$ cat src/common/prot_seq_cfg.svh
// Timing, level and count constants of the flyback protection sequencer
// How it works
// - Protection pin alternates mains/temperature, 500 us each
// - Pin below 2.0 V four temperature phases latches
// - Temperature source is 200 uA minus stored mains
// - Line correction is half the excess over 6.24 uA
// - Line correction off below 350 mV control
// - Secondary sample above 2.5 V four cycles latches
// - Skip first 2 us of secondary stroke
// - Sense pin: peak in primary, overvoltage in secondary
// - Overpower timer starts above 400 mV control
// - Overpower timer clears when control drops back
// - Timeout stops switching; restart or latch by variant
// - Timeout 27.5/14.5 ms restart, 160 ms latch
// - Slow restart cycles supply three times first
// - Timeout counts ticks of 3.8 ms jitter clock
// - Latched-off holds until supply reset
`ifndef PROT_SEQ_CFG_SVH
`define PROT_SEQ_CFG_SVH

// ----------------------------------------------------------------
// Clock and phase timing
// ----------------------------------------------------------------
`define CLK_PERIOD_NS 8
`define PHASE_TIME_US 500
`define PHASE_CYCLES ((`PHASE_TIME_US * 1000) / `CLK_PERIOD_NS)
`define BLANK_TIME_NS 2000
`define BLANK_CYCLES 9'((`BLANK_TIME_NS + `CLK_PERIOD_NS - 1) / `CLK_PERIOD_NS)

// ----------------------------------------------------------------
// Currents in units of 0.01 uA, control level in mV
// ----------------------------------------------------------------
`define TEMP_SRC_CU 15'h4e20
`define OPC_KNEE_CU 13'h0270
`define CTRL_OPC_MV 10'h15e
`define CTRL_OPP_MV 10'h190

// ----------------------------------------------------------------
// Overpower timeout in jitter clock periods, rounded up
// ----------------------------------------------------------------
`define JIT_PERIOD_US 3800
`define OPP_LONG_US 27500
`define OPP_SHORT_US 14500
`define OPP_LATCH_US 160000
`define JIT_TICKS(t) 6'(((t) + `JIT_PERIOD_US - 1) / `JIT_PERIOD_US)

// ----------------------------------------------------------------
// Counts
// ----------------------------------------------------------------
`define CONSEC_FAULTS 3'h4
`define SYNC_SETTLE 2'h3
`define SR_LAST_CYCLE 2'h2

`endif

$ cat src/common/prot_seq_pkg.sv
// Types shared by the protection sequencer files
package prot_seq_pkg;

   // Top-level operating state
   typedef enum logic [1:0] {
      ST_RUN = 2'b00,
      ST_SR_DISCH = 2'b01,
      ST_SR_CHARGE = 2'b10,
      ST_LATCH = 2'b11
   } seq_state_e;

endpackage

$ cat src/hdl/consec_fault_cnt.sv
// Counter that trips after four consecutive faulty evaluations
`timescale 1ns/10ps
`include "prot_seq_cfg.svh"

module consec_fault_cnt (
   input wire logic clk,
   input wire logic reset_n,
   input wire logic eval,
   input wire logic fault,
   output logic trip
);

   logic [2:0] cnt_r;
   logic [2:0] cnt_nxt;

   // Count faulty evaluations, clear on a passing one
   assign cnt_nxt = !eval ? cnt_r :
                    !fault ? 3'h0 :
                    (cnt_r == `CONSEC_FAULTS) ? cnt_r : cnt_r + 3'h1;
   assign trip = (cnt_r == `CONSEC_FAULTS);

   always_ff @(posedge clk or negedge reset_n) begin
      if (!reset_n) begin
         cnt_r <= 3'h0;
      end else begin
         cnt_r <= cnt_nxt;
      end
   end
endmodule

$ cat src/hdl/flyback_prot_seq.sv
// Protection sequencer: pin multiplexing, OTP, OVP, OPP and slow restart
`timescale 1ns/10ps
`include "prot_seq_cfg.svh"

module flyback_prot_seq #(
   parameter int PHASE_CYC = `PHASE_CYCLES
) (
   input wire logic CLK,
   input wire logic RESET_N,
   input wire logic PROT_ABOVE_2V,
   input wire logic CS_ABOVE_2V5,
   input wire logic JITTER_CLK,
   input wire logic VOUT_LOW,
   input wire logic VCC_AT_STARTUP,
   input wire logic VCC_BELOW_UVLO,
   input wire logic LATCH_VARIANT,
   input wire logic PRIM_STROKE,
   input wire logic SEC_STROKE,
   input wire logic [12:0] MAINS_CUR,
   input wire logic [9:0] CTRL_LEVEL,
   output logic TEMP_PHASE,
   output logic [14:0] TEMP_SRC_CUR,
   output logic [11:0] OPC_CUR,
   output logic CS_PEAK_SEL,
   output logic CS_OVP_SEL,
   output logic SWITCH_EN,
   output logic POWER_DOWN,
   output logic VCC_DISCHARGE,
   output logic SLOW_RESTART,
   output logic LATCHED
);

   localparam logic [15:0] PHASE_LAST = 16'(PHASE_CYC - 1);

   // ----------------------------------------------------------------
   // Synchronisers for pin and foreign-clock inputs
   // ----------------------------------------------------------------
   logic [6:0] sync1_r;
   logic [6:0] sync2_r;
   logic prot_above;
   logic cs_above;
   logic jit_s;
   logic vout_low;
   logic vcc_startup;
   logic vcc_uvlo;
   logic latch_var;

   always_ff @(posedge CLK or negedge RESET_N) begin
      if (!RESET_N) begin
         sync1_r <= 7'h00;
         sync2_r <= 7'h00;
      end else begin
         sync1_r <= {LATCH_VARIANT, VCC_BELOW_UVLO, VCC_AT_STARTUP, VOUT_LOW,
                     JITTER_CLK, CS_ABOVE_2V5, PROT_ABOVE_2V};
         sync2_r <= sync1_r;
      end
   end

   assign {latch_var, vcc_uvlo, vcc_startup, vout_low, jit_s, cs_above, prot_above} = sync2_r;

   // ----------------------------------------------------------------
   // Protection pin phases, stored mains current, line correction
   // ----------------------------------------------------------------
   logic [15:0] phase_cnt_r;
   logic temp_phase_r;
   logic [12:0] mains_store_r;
   logic all_low_r;
   logic phase_end;
   logic otp_eval;
   logic otp_fault;
   logic all_low_nxt;
   logic opc_on;
   logic [12:0] opc_excess;
   logic [14:0] temp_src_nxt;
   logic [11:0] opc_nxt;

   assign phase_end = (phase_cnt_r == PHASE_LAST);
   assign otp_eval = phase_end && temp_phase_r;
   assign otp_fault = all_low_r && !prot_above;
   assign all_low_nxt = !temp_phase_r ? 1'b1 : (all_low_r && !prot_above);
   assign temp_src_nxt = `TEMP_SRC_CU - 15'(mains_store_r);
   assign opc_on = (CTRL_LEVEL >= `CTRL_OPC_MV) && (mains_store_r > `OPC_KNEE_CU);
   assign opc_excess = mains_store_r - `OPC_KNEE_CU;
   assign opc_nxt = opc_on ? opc_excess[12:1] : 12'h000;

   // Phase timer and mains reference capture
   always_ff @(posedge CLK or negedge RESET_N) begin
      if (!RESET_N) begin
         phase_cnt_r <= 16'h0000;
         temp_phase_r <= 1'b0;
         mains_store_r <= 13'h0000;
         all_low_r <= 1'b1;
      end else begin
         phase_cnt_r <= phase_end ? 16'h0000 : phase_cnt_r + 16'h0001;
         temp_phase_r <= phase_end ? !temp_phase_r : temp_phase_r;
         mains_store_r <= (phase_end && !temp_phase_r) ? MAINS_CUR : mains_store_r;
         all_low_r <= phase_end ? 1'b1 : all_low_nxt;
      end
   end

   // ----------------------------------------------------------------
   // Secondary-stroke overvoltage sampling on the sense pin
   // ----------------------------------------------------------------
   logic [8:0] blank_cnt_r;
   logic ovp_eval;
   logic blank_done;

   assign blank_done = (blank_cnt_r == `BLANK_CYCLES);
   assign ovp_eval = SEC_STROKE && (blank_cnt_r == `BLANK_CYCLES - 9'h001);

   // Blanking counter restarts with every secondary stroke
   always_ff @(posedge CLK or negedge RESET_N) begin
      if (!RESET_N) begin
         blank_cnt_r <= 9'h000;
      end else begin
         blank_cnt_r <= !SEC_STROKE ? 9'h000 : blank_done ? blank_cnt_r : blank_cnt_r + 9'h001;
      end
   end

   logic otp_trip;
   logic ovp_trip;

   consec_fault_cnt u_otp_cnt (
      .clk(CLK),
      .reset_n(RESET_N),
      .eval(otp_eval),
      .fault(otp_fault),
      .trip(otp_trip)
   );

   consec_fault_cnt u_ovp_cnt (
      .clk(CLK),
      .reset_n(RESET_N),
      .eval(ovp_eval),
      .fault(cs_above),
      .trip(ovp_trip)
   );

   // ----------------------------------------------------------------
   // Overpower timer on the jitter clock
   // ----------------------------------------------------------------
   prot_seq_pkg::seq_state_e state_r;
   prot_seq_pkg::seq_state_e state_nxt;
   logic jit_d_r;
   logic [5:0] opp_ticks_r;
   logic jit_tick;
   logic opp_over;
   logic [5:0] opp_limit;
   logic opp_timeout;
   logic [1:0] sr_cnt_r;
   logic [1:0] settle_r;

   // No tick until the sync chain and edge flop hold real samples
   assign jit_tick = jit_s && !jit_d_r && (settle_r == `SYNC_SETTLE);
   assign opp_over = (CTRL_LEVEL > `CTRL_OPP_MV) && (state_r == prot_seq_pkg::ST_RUN);
   assign opp_limit = latch_var ? `JIT_TICKS(`OPP_LATCH_US) :
                      vout_low ? `JIT_TICKS(`OPP_SHORT_US) : `JIT_TICKS(`OPP_LONG_US);
   assign opp_timeout = opp_over && jit_tick && (opp_ticks_r == opp_limit - 6'h01);

   // Timer counts jitter periods, cleared at once when level drops
   always_ff @(posedge CLK or negedge RESET_N) begin
      if (!RESET_N) begin
         jit_d_r <= 1'b0;
         settle_r <= 2'h0;
         opp_ticks_r <= 6'h00;
      end else begin
         jit_d_r <= jit_s;
         settle_r <= (settle_r == `SYNC_SETTLE) ? settle_r : settle_r + 2'h1;
         opp_ticks_r <= (!opp_over || opp_timeout) ? 6'h00 :
                        jit_tick ? opp_ticks_r + 6'h01 : opp_ticks_r;
      end
   end

   // ----------------------------------------------------------------
   // Run, slow restart and latched-off sequencing
   // ----------------------------------------------------------------
   logic any_latch;
   logic sr_done;

   assign any_latch = otp_trip || ovp_trip || (opp_timeout && latch_var);
   assign sr_done = vcc_startup && (sr_cnt_r == `SR_LAST_CYCLE);

   always_comb begin
      state_nxt = state_r;
      unique case (state_r)
         prot_seq_pkg::ST_RUN: begin
            if (opp_timeout) begin
               state_nxt = prot_seq_pkg::ST_SR_DISCH;
            end
         end
         prot_seq_pkg::ST_SR_DISCH: begin
            if (vcc_uvlo) begin
               state_nxt = prot_seq_pkg::ST_SR_CHARGE;
            end
         end
         prot_seq_pkg::ST_SR_CHARGE: begin
            if (sr_done) begin
               state_nxt = prot_seq_pkg::ST_RUN;
            end else if (vcc_startup) begin
               state_nxt = prot_seq_pkg::ST_SR_DISCH;
            end
         end
         prot_seq_pkg::ST_LATCH: begin
            state_nxt = prot_seq_pkg::ST_LATCH;
         end
      endcase
      if (any_latch) begin
         state_nxt = prot_seq_pkg::ST_LATCH;
      end
   end

   // State, restart cycle count and registered outputs
   always_ff @(posedge CLK or negedge RESET_N) begin
      if (!RESET_N) begin
         state_r <= prot_seq_pkg::ST_RUN;
         sr_cnt_r <= 2'h0;
         TEMP_PHASE <= 1'b0;
         TEMP_SRC_CUR <= `TEMP_SRC_CU;
         OPC_CUR <= 12'h000;
         CS_PEAK_SEL <= 1'b0;
         CS_OVP_SEL <= 1'b0;
         SWITCH_EN <= 1'b1;
         POWER_DOWN <= 1'b0;
         VCC_DISCHARGE <= 1'b0;
         SLOW_RESTART <= 1'b0;
         LATCHED <= 1'b0;
      end else begin
         state_r <= state_nxt;
         sr_cnt_r <= (state_r == prot_seq_pkg::ST_RUN) ? 2'h0 :
                     (state_r == prot_seq_pkg::ST_SR_CHARGE && vcc_startup) ?
                     sr_cnt_r + 2'h1 : sr_cnt_r;
         TEMP_PHASE <= temp_phase_r;
         TEMP_SRC_CUR <= temp_src_nxt;
         OPC_CUR <= opc_nxt;
         CS_PEAK_SEL <= PRIM_STROKE;
         CS_OVP_SEL <= SEC_STROKE && !PRIM_STROKE && blank_cnt_r >= `BLANK_CYCLES - 9'h001;
         SWITCH_EN <= (state_nxt == prot_seq_pkg::ST_RUN);
         POWER_DOWN <= (state_nxt != prot_seq_pkg::ST_RUN);
         VCC_DISCHARGE <= (state_nxt == prot_seq_pkg::ST_SR_DISCH);
         SLOW_RESTART <= (state_nxt == prot_seq_pkg::ST_SR_DISCH) ||
                         (state_nxt == prot_seq_pkg::ST_SR_CHARGE);
         LATCHED <= (state_nxt == prot_seq_pkg::ST_LATCH);
      end
   end
endmodule

$ cat config.mk
export PLATFORM = sky130hd
export DESIGN_NAME = flyback_prot_seq
export DESIGN_NICKNAME = d
export VERILOG_FILES = /design/src/common/prot_seq_pkg.sv /design/src/hdl/consec_fault_cnt.sv /design/src/hdl/flyback_prot_seq.sv
export VERILOG_INCLUDE_DIRS = /design/src /design/src/common
export SDC_FILE = /design/constraint.sdc
export NUM_CORES = 1
export LEC_CHECK = 0
export BUFFER_PORTS_ARGS = -buffer_cell sky130_fd_sc_hd__buf_2
export CORE_AREA = 2 2 97 99
export DETAILED_ROUTE_END_ITERATION = 8
export DIE_AREA = 0 0 99 101
export GPL_ROUTABILITY_DRIVEN = 0
export PLACE_DENSITY = 0.73
export REMOVE_ABC_BUFFERS = 1
export SLEW_MARGIN = 20
export SYNTH_ARGS = -nofsm -noshare
export SYNTH_HDL_FRONTEND = slang
export SYNTH_SLANG_ARGS = --single-unit
$ cat constraint.sdc
create_clock -name CLK -period 2.7 [get_ports CLK]
set_input_delay 0.405 -clock CLK [delete_from_list [all_inputs] [get_ports CLK]]
set_output_delay 0.405 -clock CLK [all_outputs]
set_load 0.05 [all_outputs]
; ---- After elaboration in Yosys (flattened, before gate mapping)
; Index checks and enable logic that the tools add are counted.
[op_classes]
add_sub_neg = 10
order_cmp = 4
eq_ne = 17
mux = 22
reduce_logical = 31
[op_table]
columns = cell, n
row1 = $eq A9 B8 Y1 const B, 2
row2 = $mux W6, 3
row3 = $mux W9, 2
row4 = $add A16 B1 Y16 const B, 1
row5 = $eq A16 B16 Y1 const B, 1
row6 = $mux W16, 1
row7 = $logic_and A1 B1 Y1, 15
row8 = $sub A15 B13 Y15 const A, 1
row9 = $mux W2, 7
row10 = $gt A13 B10 Y1 const B, 1
row11 = $sub A13 B10 Y13 const B, 1
row12 = $eq A2 B2 Y1 const B, 6
row13 = $mux W12, 1
row14 = $mux W3, 4
row15 = $ge A10 B9 Y1 const B, 1
row16 = $gt A10 B9 Y1 const B, 1
row17 = $add A9 B1 Y9 const B, 1
row18 = $ge A9 B8 Y1 const B, 1
row19 = $pmux W2 S4, 1
row20 = $add A3 B1 Y3 const B, 2
row21 = $add A6 B1 Y6 const B, 1
row22 = $eq A3 B3 Y1 const B, 2
row23 = $eq A6 B6 Y1, 1
row24 = $ne A2 B2 Y1 const B, 3
row25 = other kinds (10), 24
[word_totals]
ff_bits = 108
in_bits = 34
elab_cells = 108

; ---- Logic depth before layout (Yosys ltp)
[logic_depth]
word_depth = 10
mapped_depth = 8
ltp_nobuf = 8

; ---- Cells and area by module
; A second synthesis with hierarchy kept.
[hier_totals]
cells_unflattened = 396
hier_area_um2 = 4697.0
[modules_own_cells]
columns = mod, n_inst, cells_each, area_per_inst_um2
row1 = flyback_prot_seq, 1, 360, 4341.7
row2 = consec_fault_cnt, 2, 18, 177.7

; ---- Worst setup path after synthesis
; Ideal clock, no wire load.
[synth_timing]
path_kind = flip-flop to flip-flop
start = register sync2_r[6]
end = register SLOW_RESTART
setup_ns = 0.126
arrival_ns = 1.865
required_ns = 2.574
path_slack_ns = 0.709
stages_incl_launch_ff = 6
n_path_buf = 0
synth_period_minus_slack_ns = 1.991
path_cell_list = dfrtp_1 -> or4b_2 -> o21ai_0 -> and2_1 -> a31oi_1 -> ha_1
[synth_between]
elab_chain_cells = 9
elab_cells_between_ends = 12
classes_between = add/sub (1) / eq/ne (3) / mux (4) / reduce/logical (4)
[synth_rtl]
columns = element, line_no
row1 = "start, declared", flyback_prot_seq.sv:39  ; logic [6:0] sync2_r;
row2 = "start signal, assigned", flyback_prot_seq.sv:55  ; sync2_r <= sync1_r;
row3 = $mux W6 (no source line), n/a
row4 = $sub A6 B1 Y6, flyback_prot_seq.sv:158  ; assign opp_timeout = opp_over && jit_tick && (opp_ticks_r == opp_limit - 6'h01);
row5 = $eq A6 B6 Y1, flyback_prot_seq.sv:158
row6 = $logic_and A1 B1 Y1, flyback_prot_seq.sv:158
row7 = $mux W2 or $logic_and A1 B1 Y1 (tied branches), "flyback_prot_seq.sv:187, flyback_prot_seq.sv:180"
row8 = $pmux W2 S4 or $logic_or A1 B1 Y1 (tied branches), "flyback_prot_seq.sv:185, flyback_prot_seq.sv:180"
row9 = $mux W2 *, flyback_prot_seq.sv:207  ; if (any_latch) begin
row10 = $eq A2 B1 Y1 or $eq A2 B2 Y1 (tied branches), "flyback_prot_seq.sv:240, flyback_prot_seq.sv:241"
row11 = $logic_or A1 B1 Y1 *, flyback_prot_seq.sv:240  ; SLOW_RESTART <= (state_nxt == prot_seq_pkg::ST_SR_DISCH) ||
row12 = "end signal, assigned", flyback_prot_seq.sv:240
row13 = "end, declared", flyback_prot_seq.sv:29  ; output logic SLOW_RESTART,
; Mark *: on every way between the ends. The rest lies on a longest branch, timed or not.
; A chain may end at the register's enable or synchronous reset.

; ---- Worst setup path in the final report
[layout_timing]
start = register mains_store_r[1]
end = register OPC_CUR[9]
[layout_between]
elab_chain_cells = 3
elab_cells_between_ends = 4
classes_between = add/sub (1) / order compare (1) / mux (1) / reduce/logical (1)
[layout_rtl]
columns = element, line_no
row1 = "start, declared", flyback_prot_seq.sv:66  ; logic [12:0] mains_store_r;
row2 = "start signal, assigned", flyback_prot_seq.sv:96  ; mains_store_r <= (phase_end && !temp_phase_r) ? MAINS_CUR : mains_store_r;
row3 = $gt A13 B10 Y1 (no source line), n/a
row4 = $logic_and A1 B1 Y1, flyback_prot_seq.sv:82  ; assign opc_on = (CTRL_LEVEL >= `CTRL_OPC_MV) && (mains_store_r > `OPC_KNEE_CU);
row5 = $mux W12 *, flyback_prot_seq.sv:84  ; assign opc_nxt = opc_on ? opc_excess[12:1] : 12'h000;
row6 = net opc_nxt[9], flyback_prot_seq.sv:75  ; logic [11:0] opc_nxt;
row7 = "end signal, assigned", flyback_prot_seq.sv:234  ; OPC_CUR <= opc_nxt;
row8 = "end, declared", flyback_prot_seq.sv:23  ; output logic [11:0] OPC_CUR,
; The timed path passes the listed nets; every way through them passes the cells marked *.

==> results list <==
- Measured on the finished design, the core utilization comes to 0.605.
- Slowest cell on the critical path: sky130_fd_sc_hd__or3b_2
* Pin count of the biggest net entering global routing: 46
- The first detailed-routing pass ran for 4 iterations.
- Yosys mapped a number of flops with a built-in enable equal to 0.
- The final reports fail on negative hold slack.
* Setup slack after layout: slightly above 0.4 ns
* Share of the clock period used by the worst path: 0.847
- Highest net fanout along the worst path: 12
* Kind of path behind the tightest hold check: in -> async
* CP Capture Type: register
- For the worst setup path, the data arrival time is 2.52 ns.
- In the global route stage, met3 resource usage came out at 0.0562.
- Across the VDD grid, the largest voltage drop is roughly 0.00032 V.
- The initial utilization of the core area, before any placement, comes to 0.532.
- For met2 alone, demand over resource in global routing was 0.288.
* CTS Root Cell: sky130_fd_sc_hd__clkbuf_8
- Diode insertion count for antenna repair: 0
* I/O Buffers: just under 70
- 1st-iter DRT viols: 95
* Clock tree sinks: around 110
- Relative to the synthesized area, the layout overhead comes to 13.8%.
- In this run, post-CTS hold repair placed 0 buffers.
- Ranking of synthesized cells by area: sky130_fd_sc_hd__dfrtp_1, sky130_fd_sc_hd__ha_1, sky130_fd_sc_hd__xnor2_1, sky130_fd_sc_hd__dfstp_2, sky130_fd_sc_hd__nor2_1
* Proportion of synthesized chip area in sequential cells: 0.568
* Leading area contributor after synthesis: sky130_fd_sc_hd__dfrtp_1
* Syn_area_per_cell: 11.8 um2
- In this run the remaining antenna-violating nets after routing total 0.
* R2R setup slack: around 0.41 ns
- Data required time at the worst endpoint: slightly below 3 ns
* Classification of the worst setup path: reg -> reg
* Cells along the critical path: inv_1 > ha_1 > or3b_2 > o311ai_0 > o2bb2ai_1 > nor2_1
* Initial antenna violation count: 0
- Of all flip-flops after synthesis, the portion carrying an async set or reset was 1.00.
- The Yosys step of the flow raised 0 warnings.
* Top achievable clock speed: 0.437 GHz
* Pwr per Cell Area: 563 nW/um2
* Number of instances in the synthesized netlist: ~400
* Chip Width: ~100 um
- At the later pin of the worst-skew pair, clock insertion delay measures about 0.39 ns.
- The floorplan step set the die height to around 100 um.
- Counting distinct cell types in the post-synthesis netlist gives 62.
- For the finished layout, the period the worst path requires is roughly 2.3 ns.
* Tightest slew margin relative to the limit: 0.449
- Level count of the clock H-tree: 3
* Overall fraction of global-route tracks in use: 0.179
- For this run, global-route usage on met1 was measured as 0.230.
- Number of setup violations in the final report: 0
* Layout cells sized above 1: 0.255
- Between clock sinks in the finished design, the worst skew comes to ~0.022 ns.
- met2 is the most crowded layer.
* Lkg Pwr: 0.00255 uW
- The hold violation count in the final report came to 1.
- Detailed placement ended at an HPWL of roughly 6100 um.
- Share of the synthesized area in the top cell type: 0.529
- The startpoint identified for the worst register-to-register timing path is mains_store_r[1].
- STA classifies the critical path startpoint as a register.
- CP top delay family: compound AO/OA/AOI/OAI gates
- Outcome: complete, but fails checks
- Slew @ Worst Pin: 0.826 ns
- The initialized floorplan defines 35 standard-cell rows.
* CP bufs+invs: 1
- Most used flip-flop cell after synthesis: sky130_fd_sc_hd__dfrtp_1
- In this run the standard cell core region covers between 8000 and 9000 um2.
* Max_cap viols: 0
- After routing, the total negative slack on setup checks comes to 0 ns.
* Count of boundary I/O pins: 69
* Most instantiated cells after synthesis: sky130_fd_sc_hd__dfrtp_1, sky130_fd_sc_hd__nor2_1, sky130_fd_sc_hd__xnor2_1
* Maximum single-stage delay on the critical path: approximately 0.49 ns
- Mapped Area: 4770 um2
* Vias/cell: around 5.3
- Terminus of the critical flop-to-flop path: OPC_CUR[9]
- Max Transition Viols Final: 0
- The die covers around 10000 um2.
* Num CTS Buffers: 9
* Global route overflow: 0
- Fin nets: between 500 and 600
* Number of post-CTS setup repair buffers: 0
- Maximum count of clock buffers along a single path: 2
- sky130_fd_sc_hd__dfrtp_1 is the most common cell in the netlist.
- Number of global-route vias before repair: 3114
* Setup Slack @ Placement: 0.426 ns
* Hold WS: -0.000182 ns
* Clock-pin slew on the worst setup and hold paths: ~0.12 ns
- Post-cts gate resize count: 0
- The routed design has approximately 8500 um of wire.
* Path depth of the worst reg2reg path: 6
- Setup repair after global routing left no endpoint under its margin.
- CTS tree: yes
- Routed WL per cell: 14.3 um
- Flip-flop and latch count after synthesis: approximately 110
- In the routed design, unresolved DRC markers number 0.
* Via count: 3171
* Wire length of the first global-routing pass: between 10000 and 15000 um
[metal layers]
| metal | up-vias | wire, um | share of wire |
|---|---|---|---|
| met5 | - | 0 | 0 |
| met4 | 0 | 152 | 0.018 |
| li1 | 1553 | - | - |
| met3 | 14 | 423 | 0.050 |
| met1 | 1544 | 3840 | 0.45 |
| met2 | 60 | 4060 | 0.48 |
[state kept, by name (all words and copies together) (netlist names), 2 cells and up]
name             count
phase_cnt_r         16
TEMP_SRC_CUR        15
mains_store_r       13
OPC_CUR             12
blank_cnt_r          9
sync1_r              7
sync2_r              7
opp_ticks_r          6
u_otp_cnt.cnt_r      3
u_ovp_cnt.cnt_r      3
settle_r             2
sr_cnt_r             2
state_r              2
[how the worst max path moves through the flow]
stage | from | end | slack (ns) | cells past startpoint
final | mains_store_r[1] | OPC_CUR[9] | 0.41 | 6
after global routing | mains_store_r[1] | OPC_CUR[9] | 0.20 | 6
after CTS | mains_store_r[1] | OPC_CUR[9] | 0.39 | 6
after detailed placement | mains_store_r[0] | OPC_CUR[9] | 0.43 | 6
after global placement | mains_store_r[0] | OPC_CUR[9] | 0.53 | 6
after floorplan | sync2_r[6] | SLOW_RESTART | 0.71 | 5
[report_power, final]
group          internal [uW]  switching [uW]  total (uW)  leakage [uW]
clock network            367             599         966     0.0000954
registers               1690            50.1        1740       0.00134
logic                    109             249         358       0.00112
[through the flow]
stage               std cells  area (um2)  hold WS, ns  total power (uW)
floorplan                 396        4710        0.109              1990
detailed placement        578        5230        0.336              2130
global placement          578        5230        0.336              2120
CTS                       594        5430      0.00452              3100
finish                    594        5430    -0.000182              3060
global route              594        5430       0.0279              3200
[worst reg2reg max path, stage by stage (launching register included)]
cell                        delay [ns]
sky130_fd_sc_hd__dfrtp_1          0.43
sky130_fd_sc_hd__inv_1            0.09
sky130_fd_sc_hd__ha_1             0.18
sky130_fd_sc_hd__or3b_2           0.49
sky130_fd_sc_hd__o311ai_0         0.38
sky130_fd_sc_hd__o2bb2ai_1        0.44
sky130_fd_sc_hd__nor2_1           0.13
[cell type report]
cell class              count  area (um2)
flip-flops and latches    108        2710
well taps                 111         139
clock buffers               9         124
clock inverters             7        78.8
repair buffers             71         378
multi-input cells         269        1930
fillers                   714        3550
inverters                  19        71.3
[cell usage in the layout, fill, tap and decap left out, types with 6 or more instances in the layout]
cell                         n
sky130_fd_sc_hd__or3_1       6
sky130_fd_sc_hd__buf_2      67
sky130_fd_sc_hd__dfrtp_1   101
sky130_fd_sc_hd__nand4_1    10
sky130_fd_sc_hd__clkbuf_8    9
sky130_fd_sc_hd__inv_1      18
sky130_fd_sc_hd__a21oi_1    14
sky130_fd_sc_hd__dfstp_2     7
sky130_fd_sc_hd__and3_1      6
sky130_fd_sc_hd__xnor2_1    25
sky130_fd_sc_hd__nand2_1    20
sky130_fd_sc_hd__o21ai_0    15
sky130_fd_sc_hd__nor2_1     39
sky130_fd_sc_hd__xor2_1     13
sky130_fd_sc_hd__mux2_4      9
sky130_fd_sc_hd__ha_1       18
sky130_fd_sc_hd__nand3_1    18
[cells by family (layout without fill, tap and decap cells)]
| group | count (synthesis) | in the layout | share of synthesized area |
|---|---|---|---|
| compound gates | 58 | 58 | 0.0805 |
| xor+xnor | 38 | 38 | 0.0697 |
| fa+ha+maj | 18 | 18 | 0.0472 |
| buf+inv | 29 | 106 | 0.0280 |
| flops | 108 | 108 | 0.568 |
| mux | 15 | 15 | 0.0422 |
| simple gates | 140 | 140 | 0.165 |
No activity file was read; power rests on OpenSTA's default activity.
